### config.mk
export PLATFORM = sky130hd
export DESIGN_NAME = ocs_clock_select
export DESIGN_NICKNAME = d
export VERILOG_FILES = /design/src/include/ocs_pkg.sv /design/src/hw/ocs_clock_select.sv
export SDC_FILE = /design/constraint.sdc
export NUM_CORES = 1
export LEC_CHECK = 0
export BUFFER_PORTS_ARGS = -buffer_cell sky130_fd_sc_hd__buf_2
export CORE_MARGIN = 2
export CORE_UTILIZATION = 48
export CTS_CLUSTER_DIAMETER = 60
export DETAILED_ROUTE_END_ITERATION = 16
export HOLD_SLACK_MARGIN = 0.12
export PLACE_DENSITY_LB_ADDON = 0.1
export SETUP_SLACK_MARGIN = 0.5
export SLEW_MARGIN = 40
export SYNTH_ARGS = -nofsm -noshare
export SYNTH_HDL_FRONTEND = slang
export SYNTH_SLANG_ARGS = --single-unit
### constraint.sdc
create_clock -name sys_clk -period 2.3 [get_ports sys_clk]
set_input_delay 0.115 -clock sys_clk [delete_from_list [all_inputs] [get_ports sys_clk]]
set_output_delay 0.115 -clock sys_clk [all_outputs]
set_load 0.02 [all_outputs]
### src/include/ocs_pkg.sv
// Constants for the oscillator clock-source selection block
package ocs_pkg;
   ////////////////////////////////////////////////////////////////////////
   // Register indices; byte address is four times the index
   localparam logic [19:0] REG_TB_IDX   = 20'h0001d;
   localparam logic [19:0] REG_OPT_IDX  = 20'h0ffcf;
   localparam logic [19:0] REG_STAT_IDX = 20'h0001e;
   localparam logic [19:0] TB_ADDR      = {REG_TB_IDX[17:0], 2'h0};
   localparam logic [19:0] OPT_ADDR     = {REG_OPT_IDX[17:0], 2'h0};
   localparam logic [19:0] STAT_ADDR    = {REG_STAT_IDX[17:0], 2'h0};
   localparam int          ADDR_W       = 20;
   ////////////////////////////////////////////////////////////////////////
   // Option word fields
   localparam int MAIN_SEL_LO = 0;
   localparam int MAIN_SEL_HI = 1;
   // Timebase setup register fields
   localparam int TB_SEL_LO      = 0;
   localparam int TB_SEL_HI      = 1;
   localparam int STOP_RC_KEEP   = 2;
   localparam int STOP_XTAL_KEEP = 3;
   localparam int STOP_INT_OFF   = 4;
   // Status register fields
   localparam int ST_SEL_LO  = 0;
   localparam int ST_SEL_HI  = 1;
   localparam int ST_RING_EN = 2;
   localparam int ST_RC_EN   = 3;
   localparam int ST_XTAL_EN = 4;
   localparam int ST_STOP    = 5;
   ////////////////////////////////////////////////////////////////////////
   // Reset values
   localparam logic [7:0] OPT_RESET = 8'h01;
   localparam logic [7:0] TB_RESET  = 8'h00;
   // Main source encodings
   localparam logic [1:0] MAIN_NONE = 2'h0;
   localparam logic [1:0] MAIN_INT  = 2'h1;
   localparam logic [1:0] MAIN_RC   = 2'h2;
   localparam logic [1:0] MAIN_XTAL = 2'h3;
   // Timebase source encodings
   localparam logic [1:0] TB_INT  = 2'h0;
   localparam logic [1:0] TB_RC   = 2'h1;
   localparam logic [1:0] TB_XTAL = 2'h2;
   // Bus responses
   localparam logic [1:0] RESP_OKAY   = 2'h0;
   localparam logic [1:0] RESP_SLVERR = 2'h2;
endpackage

### src/hw/ocs_clock_select.sv
// Oscillator clock-source selection and gating with AXI4-Lite registers
`timescale 1ns/1ps
module ocs_clock_select (
   input  wire logic                      sys_clk,
   input  wire logic                      arst_n,
   input  wire logic                      ringClkIn,
   input  wire logic                      rcClkIn,
   input  wire logic                      xtalClkIn,
   input  wire logic                      oscInPin,
   input  wire logic                      busClk,
   input  wire logic                      oscGlobalEnable,
   input  wire logic                      waitMode,
   input  wire logic                      stopMode,
   input  wire logic                      breakMode,
   output logic                           mainRefClock,
   output logic                           pllRefBuffered,
   output logic                           timebaseRefClock,
   output logic                           watchdogRefClock,
   output logic                           oscOutPin,
   output logic                           ringEnable,
   output logic                           rcEnable,
   output logic                           xtalEnable,
   input  wire logic                      s_axi_awvalid,
   output logic                           s_axi_awready,
   input  wire logic [ocs_pkg::ADDR_W-1:0] s_axi_awaddr,
   input  wire logic                      s_axi_wvalid,
   output logic                           s_axi_wready,
   input  wire logic [31:0]               s_axi_wdata,
   input  wire logic [3:0]                s_axi_wstrb,
   output logic                           s_axi_bvalid,
   input  wire logic                      s_axi_bready,
   output logic [1:0]                     s_axi_bresp,
   input  wire logic                      s_axi_arvalid,
   output logic                           s_axi_arready,
   input  wire logic [ocs_pkg::ADDR_W-1:0] s_axi_araddr,
   output logic                           s_axi_rvalid,
   input  wire logic                      s_axi_rready,
   output logic [31:0]                    s_axi_rdata,
   output logic [1:0]                     s_axi_rresp
);
   ////////////////////////////////////////////////////////////////////////
   // Declarations
   logic [7:0]                optWord = ocs_pkg::OPT_RESET;
   logic [7:0]                tbSetup;
   logic [1:0]                mainSel;
   logic                      selCaptured;
   logic                      stopPrev;
   logic                      keepRc;
   logic                      keepXtal;
   logic                      intOff;
   logic                      next_keepRc;
   logic                      next_keepXtal;
   logic                      next_intOff;
   logic                      next_ringEn;
   logic                      next_rcEn;
   logic                      next_xtalEn;
   logic                      next_mainRef;
   logic                      next_tbRef;
   logic                      awHeld;
   logic                      wHeld;
   logic [ocs_pkg::ADDR_W-1:0] awAddrQ;
   logic [7:0]                wDataQ;
   logic                      wStrbQ;
   logic                      doWrite;

   // Address decode used by both bus channels
   function automatic logic isMapped(input logic [ocs_pkg::ADDR_W-1:0] a);
      isMapped = (a == ocs_pkg::TB_ADDR) || (a == ocs_pkg::OPT_ADDR) ||
                 (a == ocs_pkg::STAT_ADDR);
   endfunction

   ////////////////////////////////////////////////////////////////////////
   // Source selection captured once after reset release.
   // A later option word write only takes effect at the next reset, so the
   // main clock mux never switches while downstream clocks run.
   always_ff @(posedge sys_clk or negedge arst_n) begin
      if (!arst_n) begin
         mainSel     <= ocs_pkg::MAIN_INT;
         selCaptured <= 1'b0;
      end else if (!selCaptured) begin
         mainSel     <= {optWord[ocs_pkg::MAIN_SEL_HI],
                         optWord[ocs_pkg::MAIN_SEL_LO]};
         selCaptured <= 1'b1;
      end
   end

   ////////////////////////////////////////////////////////////////////////
   // Stop keep bits taken at stop entry, so changes during stop are ignored
   always_comb begin
      if (stopMode && !stopPrev) begin
         next_keepRc   = tbSetup[ocs_pkg::STOP_RC_KEEP];
         next_keepXtal = tbSetup[ocs_pkg::STOP_XTAL_KEEP];
         next_intOff   = tbSetup[ocs_pkg::STOP_INT_OFF];
      end else begin
         next_keepRc   = keepRc;
         next_keepXtal = keepXtal;
         next_intOff   = intOff;
      end
   end

   always_ff @(posedge sys_clk or negedge arst_n) begin
      if (!arst_n) begin
         stopPrev <= 1'b0;
         keepRc   <= 1'b0;
         keepXtal <= 1'b0;
         intOff   <= 1'b0;
      end else begin
         stopPrev <= stopMode;
         keepRc   <= next_keepRc;
         keepXtal <= next_keepXtal;
         intOff   <= next_intOff;
      end
   end

   ////////////////////////////////////////////////////////////////////////
   // Oscillator enables; wait and break play no part here
   always_comb begin
      next_ringEn = oscGlobalEnable &&
                    !(stopMode && next_intOff);
      next_rcEn   = oscGlobalEnable && mainSel == ocs_pkg::MAIN_RC &&
                    (!stopMode || next_keepRc);
      next_xtalEn = oscGlobalEnable && mainSel == ocs_pkg::MAIN_XTAL &&
                    (!stopMode || next_keepXtal);
   end

   // Clock muxes from the current enables
   always_comb begin
      case (mainSel)
         ocs_pkg::MAIN_INT:  next_mainRef = ringClkIn && next_ringEn;
         ocs_pkg::MAIN_RC:   next_mainRef = rcClkIn && next_rcEn;
         ocs_pkg::MAIN_XTAL: next_mainRef = xtalClkIn && next_xtalEn;
         default:            next_mainRef = 1'b0;
      endcase
      case ({tbSetup[ocs_pkg::TB_SEL_HI], tbSetup[ocs_pkg::TB_SEL_LO]})
         ocs_pkg::TB_INT:  next_tbRef = ringClkIn && next_ringEn;
         ocs_pkg::TB_RC:   next_tbRef = rcClkIn && next_rcEn;
         ocs_pkg::TB_XTAL: next_tbRef = xtalClkIn && next_xtalEn;
         default:          next_tbRef = 1'b0;
      endcase
   end

   always_ff @(posedge sys_clk or negedge arst_n) begin
      if (!arst_n) begin
         ringEnable       <= 1'b0;
         rcEnable         <= 1'b0;
         xtalEnable       <= 1'b0;
         mainRefClock     <= 1'b0;
         pllRefBuffered   <= 1'b0;
         timebaseRefClock <= 1'b0;
         watchdogRefClock <= 1'b0;
         oscOutPin        <= 1'b0;
      end else begin
         ringEnable       <= next_ringEn;
         rcEnable         <= next_rcEn;
         xtalEnable       <= next_xtalEn;
         mainRefClock     <= next_mainRef;
         pllRefBuffered   <= next_mainRef;
         timebaseRefClock <= next_tbRef;
         watchdogRefClock <= ringClkIn && next_ringEn;
         if (mainSel == ocs_pkg::MAIN_XTAL) begin
            oscOutPin <= !oscInPin;
         end else begin
            oscOutPin <= busClk;
         end
      end
   end

   ////////////////////////////////////////////////////////////////////////
   // AXI4-Lite write channel; one write at a time
   assign doWrite = awHeld && wHeld && !s_axi_bvalid;

   always_ff @(posedge sys_clk or negedge arst_n) begin
      if (!arst_n) begin
         awHeld        <= 1'b0;
         awAddrQ       <= '0;
         s_axi_awready <= 1'b1;
      end else if (s_axi_awvalid && s_axi_awready) begin
         awHeld        <= 1'b1;
         awAddrQ       <= s_axi_awaddr;
         s_axi_awready <= 1'b0;
      end else if (s_axi_bvalid && s_axi_bready) begin
         awHeld        <= 1'b0;
         s_axi_awready <= 1'b1;
      end
   end

   always_ff @(posedge sys_clk or negedge arst_n) begin
      if (!arst_n) begin
         wHeld        <= 1'b0;
         wDataQ       <= 8'h00;
         wStrbQ       <= 1'b0;
         s_axi_wready <= 1'b1;
      end else if (s_axi_wvalid && s_axi_wready) begin
         wHeld        <= 1'b1;
         wDataQ       <= s_axi_wdata[7:0];
         wStrbQ       <= s_axi_wstrb[0];
         s_axi_wready <= 1'b0;
      end else if (s_axi_bvalid && s_axi_bready) begin
         wHeld        <= 1'b0;
         s_axi_wready <= 1'b1;
      end
   end

   always_ff @(posedge sys_clk or negedge arst_n) begin
      if (!arst_n) begin
         s_axi_bvalid <= 1'b0;
         s_axi_bresp  <= ocs_pkg::RESP_OKAY;
      end else if (doWrite) begin
         s_axi_bvalid <= 1'b1;
         s_axi_bresp  <= isMapped(awAddrQ) ? ocs_pkg::RESP_OKAY
                                           : ocs_pkg::RESP_SLVERR;
      end else if (s_axi_bready) begin
         s_axi_bvalid <= 1'b0;
      end
   end

   // Option word is nonvolatile and survives arst_n, otherwise a written
   // main source could never reach the capture at reset release
   always_ff @(posedge sys_clk) begin
      if (doWrite && wStrbQ && awAddrQ == ocs_pkg::OPT_ADDR) begin
         optWord <= wDataQ;
      end
   end

   // Register storage; only byte lane 0 carries data
   always_ff @(posedge sys_clk or negedge arst_n) begin
      if (!arst_n) begin
         tbSetup <= ocs_pkg::TB_RESET;
      end else if (doWrite && wStrbQ && awAddrQ == ocs_pkg::TB_ADDR) begin
         tbSetup <= wDataQ;
      end
   end

   ////////////////////////////////////////////////////////////////////////
   // AXI4-Lite read channel
   always_ff @(posedge sys_clk or negedge arst_n) begin
      if (!arst_n) begin
         s_axi_arready <= 1'b1;
         s_axi_rvalid  <= 1'b0;
         s_axi_rdata   <= 32'h00000000;
         s_axi_rresp   <= ocs_pkg::RESP_OKAY;
      end else if (s_axi_arvalid && s_axi_arready) begin
         s_axi_arready <= 1'b0;
         s_axi_rvalid  <= 1'b1;
         s_axi_rresp   <= isMapped(s_axi_araddr) ? ocs_pkg::RESP_OKAY
                                                 : ocs_pkg::RESP_SLVERR;
         case (s_axi_araddr)
            ocs_pkg::OPT_ADDR: s_axi_rdata <= {24'h000000, optWord};
            ocs_pkg::TB_ADDR:  s_axi_rdata <= {24'h000000, tbSetup};
            ocs_pkg::STAT_ADDR: s_axi_rdata <= {26'h0000000, stopMode,
                               xtalEnable, rcEnable, ringEnable, mainSel};
            default:           s_axi_rdata <= 32'h00000000;
         endcase
      end else if (s_axi_rvalid && s_axi_rready) begin
         s_axi_arready <= 1'b1;
         s_axi_rvalid  <= 1'b0;
      end
   end
endmodule

==> impl_results.rst, run 1 <==
.. list-table::
   :header-rows: 1

   * - Metric
     - Value
   * - Synth area leaders
     - dfrtp_1 47%, mux2_2 14%, edfxtp_1 7.1%, buf_4 6.0%, nand2_1 4.2%
   * - Fmax
     - around 550 MHz
   * - Net total in the final layout
     - 500
   * - Antenna violations before repair
     - 0
   * - Leakage power summed over all cells
     - about 2.1 nW
   * - Post-synthesis sequential area ratio
     - between 50% and 60%
   * - Share of power burned in combinational logic
     - 22.3%
   * - Power consumption
     - roughly 4 mW
   * - Total of buffers placed on input and output ports
     - 85
   * - Avg WL per Cell
     - roughly 13 microns
   * - Worst relative slew slack
     - about three fifths
   * - TritonCTS buffer count
     - 9
   * - Cell Rows
     - 30
   * - Starting Density
     - about half
   * - Clock share of power
     - around 28%
   * - Synthesis warning total
     - 0
   * - Status
     - completed
   * - Filler Cells Inserted
     - approximately 530
   * - MaxCap Viol Count
     - 0
   * - Utilization after layout
     - roughly two thirds
   * - Endpoint arrival time on the critical path
     - around 2000 ps
   * - Startpoint kind of the worst setup timing path
     - register
   * - Synth unique cells
     - 38
   * - CTS sink cnt
     - 76
   * - Antenna diodes
     - 0
   * - Number of buffers on the longest clock path
     - 2
   * - Hold Violations, Final
     - 0
   * - Endpoint class of the critical path
     - register
   * - Required time at the endpoint of the critical path
     - 2520 ps
   * - Overall via count from detail_route
     - approximately 2,400
   * - Minimum hold slack
     - between 150 and 200 ps
   * - Largest incremental delay on the critical path
     - ~410 ps
   * - Total negative setup slack
     - 0 ps
   * - Floorplan core area
     - approximately 6800 sq um
   * - Number of instances in the synthesized netlist
     - between 200 and 300
   * - Vias in the first global route
     - 2,405
   * - Worst setup slack after layout
     - a little under 500 ps
   * - Area share of the largest cell type after synthesis
     - 47.06%
   * - Clock root buffer
     - clkbuf_8
   * - Slowest library cell on the worst path
     - dfrtp_1
   * - P_int
     - ~2.8 mW
   * - Number of enable flip-flop cells after synthesis
     - 8
   * - Vias per cell
     - roughly 4.8
   * - Netlist area before placement
     - around 3400 sq um
   * - Maximum level of the CTS H-tree
     - 3
   * - Clock transition at the register clock pins on the worst setup and hold paths after CTS
     - 80 ps
   * - Clock tree from TritonCTS
     - done
   * - Post-place instance area
     - roughly 3900 sq um
   * - Worst min path class
     - primary input to register
   * - Total power divided by cell area
     - 863.2 nW/um^2
   * - Overall die width
     - around 88 microns
   * - Kind of critical path
     - register to register
   * - First drt pass iteration count
     - 4
   * - Switching Fraction
     - between 20 and 30%
   * - Floorplan die height
     - 88.20 microns
   * - Aggregate global routing overflow
     - 0
   * - Wire length of the first global-routing pass
     - 10,720 microns
   * - Final critical-path share of the clock period
     - 78.39%
   * - Multi-input gate area in the final layout
     - roughly 1400 sq um
   * - Non-Filler Cell Area, Final
     - between 4000 and 5000 sq um
   * - Pin count of the biggest net entering global routing
     - between 60 and 70
   * - Routed Wire Length
     - 6783 microns
   * - Post-synth top flop
     - dfrtp_1
   * - CP cell instances
     - nor4_4 > nand4_1 > nor4_4 > buf_6 > mux2_4
   * - Number of nets with antenna violations after detailed routing
     - 0
   * - Fraction of final layout cells sized beyond drive strength 1
     - 39.71%
   * - Final standard cell count with taps included and fillers excluded
     - around 500
   * - Worst clock skew
     - ~5.6 ps
   * - Placed Instances
     - around 450
   * - Post-synthesis average cell area
     - ~13 sq um
   * - Final Slew Violations
     - 0
   * - Sequential cell area
     - between 1500 and 2000 sq um
   * - GRT Util Overall
     - about 18%
   * - Largest area contributor in the synthesized netlist
     - dfrtp_1
   * - Net Switching
     - 1.154 mW
   * - Detailed placement HPWL
     - between 4000 and 5000 microns
   * - Synth async-reset ratio
     - around nine tenths
   * - Sequential share of power
     - approximately half
   * - Most frequent cell on the critical path
     - nor4_4
   * - DR DRC count
     - 0
   * - Final setup violation count
     - 0
   * - Post-synthesis register bit count
     - 76
   * - Synth-to-Final Area Change
     - 35.04%
   * - Routability-driven placement congestion ratio
     - around 0.75
   * - Post-place setup slack
     - 470.6 ps
   * - Boundary Pins
     - 141
   * - Total die area
     - about 7800 sq um
   * - Setup repair after global routing missed its margin
     - true
   * - Largest driver fanout on the critical path
     - 8
   * - Worst-Margin Slew
     - about 600 ps
   * - Minimum clock period after layout
     - about 1800 ps
   * - Starting DRC count in detailed routing
     - slightly above 80
   * - Clock latency of the later-clocked register in the worst-skew pair
     - 340 ps
   * - Worst IR drop on VDD
     - around 0.51 mV
-- cells in the mapped netlist, drive strengths merged (2+ instances only) --
master,count
nand2,38
o21ai,4
clkbuf,3
nor4b,4
dfstp,4
nor4,7
nor2,7
a21oi,3
nand3,2
a21boi,7
conb,2
edfxtp,8
a221oi,2
a32oi,6
nand2b,2
dfrtp,64
nor3,3
inv,8
mux2,43
buf,27
nand4,7
mux2i,3
-- cell type report --
cell class,instances,share of cell area [%]
timing repair buffer,135,20.04
sequential,76,42.36
tap,96,2.614
multi-input combinational,178,29.65
inverter,8,0.6534
clock buffer,9,2.695
clock inverter,7,1.987
-- routing by layer --
layer	global-route usage (%)	vias to the layer above	wire length, microns
met5	0	-	0
met1	21.77	1158	2969
li1	-	1182	-
met2	30.90	80	3331
met3	3.205	14	342
met4	8.678	0	140
-- timing repair --
action	in CTS	in global routing
resized for setup	2	11
pin swaps	2	3
endpoints found under the hold margin	111	0
setup buffers	2	0
hold buffers	45	0
setup endpoints to repair	8	16
cloned	0	0
-- flip-flops by register name (all words and copies together), names as in the netlist, 2 cells and up --
signal       cells
optWord          8
tbSetup          8
s_axi_rdata      8
mainSel          2
wDataQ           8
awAddrQ         20
-- worst paths after layout --
kind	to	from	slack (ps)	depth (start not counted)
setup / recovery	tbSetup[4]$_DFFE_PN0P_	awAddrQ[7]$_DFFE_PN0P_	500	5
hold / removal	s_axi_rdata[0]$_DFFE_PN0P_	s_axi_araddr[2]	200	4
setup reg to reg	tbSetup[4]$_DFFE_PN0P_	awAddrQ[7]$_DFFE_PN0P_	500	5
hold reg to reg	optWord[5]$_DFFE_PP_	wDataQ[5]$_DFFE_PN0P_	470	0
max in group asynchronous	wDataQ[2]$_DFFE_PN0P_	arst_n	1460	3
min in group asynchronous	s_axi_rdata[4]$_DFFE_PN0P_	arst_n	410	3
-- critical path, delay by kind of cell (launching register included) --
| family | cells | cell delay (ps) |
|---|---|---|
| DFF | 1 | 410 |
| buffers and inverters | 1 | 200 |
| and+or+nand+nor | 3 | 760 |
| muxes | 1 | 310 |
-- power by group through the flow --
| stage | clock (mW) | sequential, mW | combinational (mW) |
|---|---|---|---|
| 6_report | 1.09 | 1.99 | 0.887 |
| 3_5_place_dp | 0 | 2.01 | 0.795 |
| 5_1_grt | 1.18 | 2.04 | 0.981 |
| 4_1_cts | 1.11 | 1.99 | 0.881 |
| 2_1_floorplan | 0 | 2.02 | 0.545 |
| 3_3_place_gp | 0 | 1.99 | 0.773 |
-- cells by family after synthesis --
group	share of synthesized area, %
xor+xnor	0.5148
buf+inv	7.169
other cells	0.2207
simple gates	13.05
flops	57.21
mux	15.22
compound gates	6.618
-- placed cells by master (no fill, tap or decap), types with 3 or more instances in the layout --
cell type	n
a21boi_0	7
a21oi_1	3
a32oi_1	6
buf_2	85
buf_4	3
clkbuf_8	9
clkinv_2	3
conb_1	27
dfrtp_1	64
dfstp_2	4
dlygate4sd3_1	45
edfxtp_1	8
inv_1	8
mux2_2	34
mux2_4	9
mux2i_1	3
nand2_1	36
nand4_1	7
nor2_1	7
nor3_1	3
nor4_4	5
o21ai_0	4
(Power assumes the default switching activity.)
==> run 2: changes to the inputs <==
--- a/config.mk
+++ b/config.mk
@@ -5,9 +5,10 @@
 export SDC_FILE = /design/constraint.sdc
 export NUM_CORES = 1
 export LEC_CHECK = 0
+export ABC_AREA = 1
 export BUFFER_PORTS_ARGS = -buffer_cell sky130_fd_sc_hd__buf_2
 export CORE_MARGIN = 2
-export CORE_UTILIZATION = 48
+export CORE_UTILIZATION = 49
 export CTS_CLUSTER_DIAMETER = 60
 export DETAILED_ROUTE_END_ITERATION = 16
 export HOLD_SLACK_MARGIN = 0.12
==> constraint.sdc (replaced) <==
create_clock -name sys_clk -period 1.7 [get_ports sys_clk]
set_input_delay 0.085 -clock sys_clk [delete_from_list [all_inputs] [get_ports sys_clk]]
set_output_delay 0.085 -clock sys_clk [all_outputs]
set_load 0.02 [all_outputs]
==> run 2 against run 1 <==
Via count up 19%. Critical path type unchanged. Critical endpoint is now optWord[2]$_DFFE_PP_. Global-route usage up 1.8 points. First-iteration DRC count down 6.0%. Register-to-register slack worse by 290 ps. Largest power group unchanged. Fmax up 21%.
==> impl_results.rst, run 2 <==
.. list-table::
   :header-rows: 1

   * - Metric
     - Value
   * - Pin count of the biggest net entering global routing
     - 69 (unchanged)
   * - MaxCap Viol Count
     - 0 (unchanged)
   * - Final critical-path share of the clock period
     - 88.00% (+9.6 points)
   * - Post-synth top flop
     - dfrtp_1
   * - Total power divided by cell area
     - 1194 nW/um^2 (+38%)
   * - Number of buffers on the longest clock path
     - 2 (unchanged)
   * - TritonCTS buffer count
     - 9 (unchanged)
   * - Leakage power summed over all cells
     - 2.451 nW (+14%)
   * - Total negative setup slack
     - 0 ps (unchanged)
   * - Number of instances in the synthesized netlist
     - 377 (+41%)
   * - Worst clock skew
     - 6.917 ps (+1.294 ps)
   * - Avg WL per Cell
     - 12.30 microns (-7.7%)
   * - Synthesis warning total
     - 0 (unchanged)
   * - Post-synthesis register bit count
     - 76 (unchanged)
   * - Minimum clock period after layout
     - 1496 ps (-306.9 ps)
   * - Clock tree from TritonCTS
     - done
   * - Largest register by flop count
     - awAddrQ
   * - Status
     - completed
   * - Total die area
     - 7949 sq um (+2.2%)
   * - Startpoint kind of the worst setup timing path
     - register
   * - Endpoint class of the critical path
     - register
   * - First drt pass iteration count
     - 4 (unchanged)
   * - Aggregate global routing overflow
     - 0 (unchanged)
   * - Final Slew Violations
     - 0 (unchanged)
   * - Detailed placement HPWL
     - 4977 microns (+10%)
   * - Final setup violation count
     - 0 (unchanged)
   * - Cell with the most instances after synthesis
     - nand2_1
   * - Post-synthesis sequential area ratio
     - 54.79% (-2.4 points)
   * - Maximum level of the CTS H-tree
     - 3 (unchanged)
   * - Most common library cell in the layout ignoring fill and taps
     - buf_2
   * - Number of enable flip-flop cells after synthesis
     - 8 (unchanged)
   * - Post-place instance area
     - 4033 sq um (+4.6%)
   * - GRT Util Overall
     - 19.73% (+1.8 points)
   * - Routed Wire Length
     - 7665 microns (+13%)
   * - Synth async-reset ratio
     - 89.47% (unchanged)
   * - Area share of the largest cell type after synthesis
     - 45.07% (-2.0 points)
   * - Largest area contributor in the synthesized netlist
     - dfrtp_1
   * - Antenna violations before repair
     - 0 (unchanged)
   * - Required time at the endpoint of the critical path
     - 1720 ps (-800 ps)
   * - Largest driver fanout on the critical path
     - 8 (unchanged)
   * - Post-synthesis average cell area
     - 9.425 sq um (-26%)
   * - Cell Rows
     - 31 (+3.3%)
   * - Clock root buffer
     - clkbuf_8
   * - Floorplan core area
     - 7137 sq um (+4.5%)
   * - Vias per cell
     - 4.660 (-2.6%)
   * - Routability-driven placement congestion ratio
     - 0.7900 (+5.8%)
   * - Starting Density
     - 49.79% (about the same)
   * - Most frequent cells in the layout
     - 84 x buf_2, 63 x dfrtp_1, 57 x nand2_1
   * - Starting DRC count in detailed routing
     - 78 (-6.0%)
   * - Synth area leaders
     - dfrtp_1 45%, nand2_1 7.0%, edfxtp_1 6.8%, buf_4 6.1%, mux2_2 5.7%
   * - Floorplan die height
     - 89.16 microns (+1.1%)
   * - Clock latency of the later-clocked register in the worst-skew pair
     - 340 ps (about the same)
   * - Boundary Pins
     - 141 (unchanged)
   * - Worst IR drop on VDD
     - 1.043 mV (+100%)
   * - Overall die width
     - 89.16 microns (+1.1%)
   * - Synth-to-Final Area Change
     - 36.37%
   * - Vias in the first global route
     - 2,741 (+14%)
   * - Antenna diodes
     - 0 (unchanged)
   * - DR DRC count
     - 0 (unchanged)
   * - Net total in the final layout
     - 611 (+22%)
   * - Fraction of final layout cells sized beyond drive strength 1
     - 34.35% (-5.4 points)
   * - Netlist area before placement
     - 3553 sq um (+4.4%)
   * - Max FFs per register
     - 20 (unchanged)
   * - Commonest cells post-synth
     - 66 x nand2_1, 64 x dfrtp_1, 44 x inv_1, 35 x nor2_1
   * - Utilization after layout
     - 67.90% (+0.63 points)
   * - Total of buffers placed on input and output ports
     - 85 (unchanged)
   * - Kind of critical path
     - register to register
   * - Overall via count from detail_route
     - 2,903 (+19%)
   * - Synth unique cells
     - 26 (-32%)
   * - Fmax
     - 668.5 MHz (+21%)
   * - Number of nets with antenna violations after detailed routing
     - 0 (unchanged)
   * - Wire length of the first global-routing pass
     - 12,060 microns (+12%)
   * - Non-Filler Cell Area, Final
     - 4846 sq um (+5.4%)
   * - CTS sink cnt
     - 76 (unchanged)
   * - Clock transition at the register clock pins on the worst setup and hold paths after CTS
     - 80 ps (about the same)
   * - Worst min path class
     - primary input to register
   * - Endpoint arrival time on the critical path
     - 1520 ps (-510 ps)
   * - Setup repair after global routing missed its margin
     - true
   * - Hold Violations, Final
     - 0 (unchanged)
run 2: cell count changes after synthesis, moves of 4 or more:
| cell | change |
|---|---|
| nand2_1 | +28 |
| o21ai_0 | +11 |
| inv_1 | +36 |
| nand4_1 | +9 |
| nor4_4 | -4 |
| or2_1 | +5 |
| o21ai_2 | +8 |
| nand3_1 | +27 |
| a21boi_0 | -7 |
| mux2_2 | -24 |
| a21oi_1 | +12 |
| nor2_1 | +28 |
| a32oi_1 | -6 |
run 2: area by class of cell:
cell class / count / area, sq um
clock buffers: 12 / 155.1
repair buffers: 139 / 959.7
flip-flops and latches: 76 / 1948
inverters: 44 / 165.2
multi-input cells: 249 / 1423
fillers: 594 / 2291
well taps: 99 / 123.9
clock inverters: 4 / 71.32
run 2: final timing paths:
kind	startpoint	endpoint	slack (ps)	cells after the start
max in group asynchronous	arst_n	s_axi_awready$_DFFE_PN1P_	1060	3
min in group asynchronous	arst_n	oscOutPin$_DFF_PN0_	280	3
hold / removal	stopMode	keepXtal$_DFF_PN0_	130	3
setup / recovery	awAddrQ[19]$_DFFE_PN0P_	optWord[2]$_DFFE_PP_	200	5
setup reg to reg	awAddrQ[19]$_DFFE_PN0P_	optWord[2]$_DFFE_PP_	200	5
hold reg to reg	wDataQ[4]$_DFFE_PN0P_	optWord[4]$_DFFE_PP_	450	0
run 2: kinds of logic after synthesis:
| logic type | share of synthesized area [%] |
|---|---|
| AOI/OAI and AO/OA | 6.197 |
| buffers and inverters | 11.55 |
| muxes | 5.704 |
| other | 0.2113 |
| and+or+nand+nor | 21.55 |
| DFF | 54.79 |
run 2: per-layer routing:
| layer | global-route usage (%) | share of wire, % | wire length (microns) | vias to the layer above |
|---|---|---|---|---|
| met4 | 7.327 | 1.2 | 91 | 0 |
| met3 | 3.232 | 4.6 | 353 | 8 |
| met2 | 33.74 | 50 | 3855 | 85 |
| li1 | - | - | - | 1457 |
| met1 | 25.30 | 44 | 3364 | 1353 |
| met5 | 0 | 0 | 0 | - |
run 2: power breakdown:
part           switching (mW)  internal, mW
Combinational           0.850         0.689
Sequential              0.338          2.36
Clock                   0.644         0.907
run 2: repair_timing:
action	4_1_cts	5_1_grt
setup buffers	0	7
resized for setup	13	24
hold endpoints to repair	110	5
cloned	0	1
hold buffers	39	1
endpoints found under the setup margin	33	26
pin swaps	2	10
run 2: worst max-delay path: stages (launching register included):
cell and delay, ps:
dfrtp_1 400, nor2_2 130, nand3_2 110, nor3_4 140, nand3_2 130, nor2_4 260
run 2: metrics by stage:
stage	power, mW	cells	hold slack (ps)	setup WS (ps)
finish	5.785	623	130.2	204.0
global route	6.140	623	132.7	136.4
CTS	5.670	614	125.8	215.3
detailed placement	3.971	559	131.7	118.3
global placement	3.912	559	134.1	139.0
floorplan	3.619	402	-210.6	326.6
==> run 3: changes to the inputs <==
--- a/config.mk
+++ b/config.mk
@@ -8,7 +8,7 @@
 export ABC_AREA = 1
 export BUFFER_PORTS_ARGS = -buffer_cell sky130_fd_sc_hd__buf_2
 export CORE_MARGIN = 2
-export CORE_UTILIZATION = 49
+export CORE_UTILIZATION = 44
 export CTS_CLUSTER_DIAMETER = 60
 export DETAILED_ROUTE_END_ITERATION = 16
 export HOLD_SLACK_MARGIN = 0.12
==> constraint.sdc (replaced) <==
create_clock -name sys_clk -period 1.3 [get_ports sys_clk]
set_input_delay 0.065 -clock sys_clk [delete_from_list [all_inputs] [get_ports sys_clk]]
set_output_delay 0.065 -clock sys_clk [all_outputs]
set_load 0.02 [all_outputs]
==> run 3 against run 2 <==
The flow now finishes with violations (hold timing, setup timing). Non-clock buffer count rose by 41. Flip-flop and latch count did not move. Hold slack got worse by 140 ps. Critical endpoint is now optWord[5]$_DFFE_PP_. Worst setup slack got worse by 400 ps. Clock skew barely moved. Sequential power rose by 32%. Register-to-register slack got worse by 400 ps. Cell area rose by 20%. Final cell count rose by 7.7%.
==> impl_results.rst, run 3 (synthesized netlist as in run 2, its figures left out) <==
.. list-table::
   :header-rows: 1

   * - Metric
     - Value
   * - Worst clock skew
     - 7.232 ps (+0.3144 ps)
   * - First drt pass iteration count
     - 4 (unchanged)
   * - Worst setup slack after layout
     - -199.7 ps (-403.8 ps)
   * - Boundary Pins
     - 141 (unchanged)
   * - Max FFs per register
     - 20 (unchanged)
   * - Register-to-register setup slack
     - -200 ps (-400 ps)
   * - Total power divided by cell area
     - 1632 nW/um^2 (+37%)
   * - Worst min path class
     - primary input to register
   * - Most frequent cells in the layout
     - 63 x dfrtp_1, 62 x buf_2, 42 x buf_6
   * - Final Slew Violations
     - 0 (unchanged)
   * - Vias in the first global route
     - 3,023 (+10%)
   * - Filler Cells Inserted
     - 538 (-9.4%)
   * - Cell Rows
     - 32 (+3.2%)
   * - Avg WL per Cell
     - 13.39 microns (+8.8%)
   * - Minimum clock period after layout
     - 1500 ps (+3.752 ps)
   * - Wire length of the first global-routing pass
     - 13,850 microns (+15%)
   * - DR DRC count
     - 0 (unchanged)
   * - Final critical-path share of the clock period
     - 115.4% (+27 points)
   * - CTS sink cnt
     - 76 (unchanged)
   * - Power consumption
     - 9.481 mW (+64%)
   * - Aggregate global routing overflow
     - 0 (unchanged)
   * - Vias per cell
     - 4.681 (+0.46%)
   * - Startpoint kind of the worst setup timing path
     - register
   * - Clock transition at the register clock pins on the worst setup and hold paths after CTS
     - 80 ps (about the same)
   * - Leakage power summed over all cells
     - 2.858 nW (+17%)
   * - Synth-to-Final Area Change
     - 63.52%
   * - Number of hold-repair buffers added at the cts stage
     - 38 (-2.6%)
   * - Clock root buffer
     - clkbuf_8
   * - Fmax
     - 666.8 MHz (-0.25%)
   * - Worst IR drop on VDD
     - 1.347 mV (+29%)
   * - Min-Delay Startpoint
     - oscGlobalEnable
   * - Placed Instances
     - 569 (+1.8%)
   * - Worst reg-to-reg path cell count
     - 5 (unchanged)
   * - Routability-driven placement congestion ratio
     - 0.7457 (-5.6%)
   * - GRT Util Overall
     - 20.07% (+0.35 points)
   * - Net total in the final layout
     - 656 (+7.4%)
   * - Largest register by flop count
     - awAddrQ
   * - Number of buffers on the longest clock path
     - 2 (unchanged)
   * - Endpoint arrival time on the critical path
     - 1540 ps (+20 ps)
   * - Floorplan die height
     - 93.87 microns (+5.3%)
   * - Pin count of the biggest net entering global routing
     - 69 (unchanged)
   * - Routed Wire Length
     - 8984 microns (+17%)
   * - Overall die width
     - 93.87 microns (+5.3%)
   * - TritonCTS buffer count
     - 9 (unchanged)
   * - Setup repair after global routing missed its margin
     - true
   * - Floorplan core area
     - 7767 sq um (+8.8%)
   * - Endpoint of the most critical register-to-register path
     - optWord[5]$_DFFE_PP_
   * - Minimum hold slack
     - -5.690 ps (-135.9 ps)
   * - Antenna diodes
     - 0 (unchanged)
   * - Instance count along the most critical hold path
     - 3 (unchanged)
   * - Endpoint class of the critical path
     - register
   * - Required time at the endpoint of the critical path
     - 1340 ps (-380 ps)
   * - Cell type group with the largest total delay on the critical path
     - simple AND/OR/NAND/NOR gates
   * - Clock latency of the later-clocked register in the worst-skew pair
     - 350 ps (about the same)
   * - Slowest library cell on the worst path
     - dfrtp_1
   * - Largest driver fanout on the critical path
     - 8 (unchanged)
   * - Clock tree from TritonCTS
     - done
   * - Overall via count from detail_route
     - 3,141 (+8.2%)
   * - CP cell instances
     - nor2_2 > nand3_2 > nor3_4 > nand3_2 > nor2_4
   * - Final standard cell count with taps included and fillers excluded
     - 671 (+7.7%)
   * - Largest incremental delay on the critical path
     - 400 ps (about the same)
   * - Post-place setup slack
     - -243.2 ps (-361.5 ps)
   * - Most common library cell in the layout ignoring fill and taps
     - dfrtp_1
   * - Violations in the final reports
     - hold timing, setup timing
   * - Maximum level of the CTS H-tree
     - 3 (unchanged)
   * - Kind of critical path
     - register to register
   * - Hold-critical path endpoint
     - watchdogRefClock$_DFF_PN0_
   * - Launch point of the worst reg-to-reg path
     - awAddrQ[19]$_DFFE_PN0P_
   * - MaxCap Viol Count
     - 0 (unchanged)
   * - Total of buffers placed on input and output ports
     - 85 (unchanged)
   * - Hold Violations, Final
     - 1 (+1)
   * - Total die area
     - 8811 sq um (+11%)
   * - Final setup violation count
     - 17 (+17)
   * - Starting Density
     - 45.75% (-4.0 points)
   * - Status
     - complete, but fails checks
   * - Number of buffer and inverter stages on the critical path
     - 0 (unchanged)
   * - Starting DRC count in detailed routing
     - 125 (+60%)
   * - Fraction of final layout cells sized beyond drive strength 1
     - 49.74% (+15 points)
   * - Most frequent cell on the critical path
     - nand3_2
   * - Utilization after layout
     - 74.81% (+6.9 points)
   * - Detailed placement HPWL
     - 5059 microns (+1.7%)
   * - Antenna violations before repair
     - 0 (unchanged)
   * - Number of nets with antenna violations after detailed routing
     - 0 (unchanged)
run 3: layout make-up:
type,count,area (sq um),share of cell area (%)
flip-flops and latches,76,1948,33.53
well taps,102,127.6,2.196
repair buffers,180,1509,25.97
clock buffers,13,168.9,2.907
multi-input cells,253,1817,31.27
clock inverters,3,67.56,1.163
inverters,44,172.7,2.972
run 3: tightest hold or removal path: stages:
cell and delay (ps):
buf_2 120, nand2_4 80, nor2_4 40
run 3: per-layer routing:
layer / global-route usage, % / wire [microns] / vias to the layer above
met3: 3.130 / 439 / 10
met4: 7.850 / 154 / 0
met2: 35.30 / 4715 / 100
met1: 24.71 / 3675 / 1474
li1: - / - / 1557
met5: 0 / 0 / -
run 3: how the worst max path moves through the flow:
stage	to	cells after the start	from	slack, ps
floorplan	tbSetup[6]$_DFFE_PN0P_	7	s_axi_bvalid$_DFFE_PN0P_	-70
global placement	optWord[7]$_DFFE_PP_	5	awAddrQ[19]$_DFFE_PN0P_	-200
detailed placement	optWord[6]$_DFFE_PP_	5	awAddrQ[19]$_DFFE_PN0P_	-240
CTS	optWord[0]$_DFFE_PP_	5	awAddrQ[19]$_DFFE_PN0P_	-140
global route	optWord[0]$_DFFE_PP_	5	awAddrQ[19]$_DFFE_PN0P_	-280
finish	optWord[5]$_DFFE_PP_	5	awAddrQ[19]$_DFFE_PN0P_	-200
run 3: power breakdown:
part,leakage [nW],internal (mW),switching [mW],total (mW)
Sequential,0.902,3.08,0.453,3.54
Clock,0.116,1.24,0.876,2.12
Combinational,1.84,2.02,1.81,3.83
Total,2.86,6.34,3.14,9.48
run 3: through the flow:
step	hold WS, ps	TNS, ps	area (sq um)
4_1_cts	-4.486	-1994	5525
5_1_grt	-8.828	-3789	5811
3_5_place_dp	114.2	-2704	4150
6_report	-5.690	-2358	5811
3_3_place_gp	112.3	-2280	4150
2_1_floorplan	-230.6	-705.7	3749
run 3: timing repair:
item                                   in CTS  in global routing
endpoints found under the hold margin     118                  4
gates resized for setup                   140                 36
pin swaps                                  29                 29
setup endpoints to repair                  92                 96
gates cloned                                4                  1
setup buffers                              27                 16
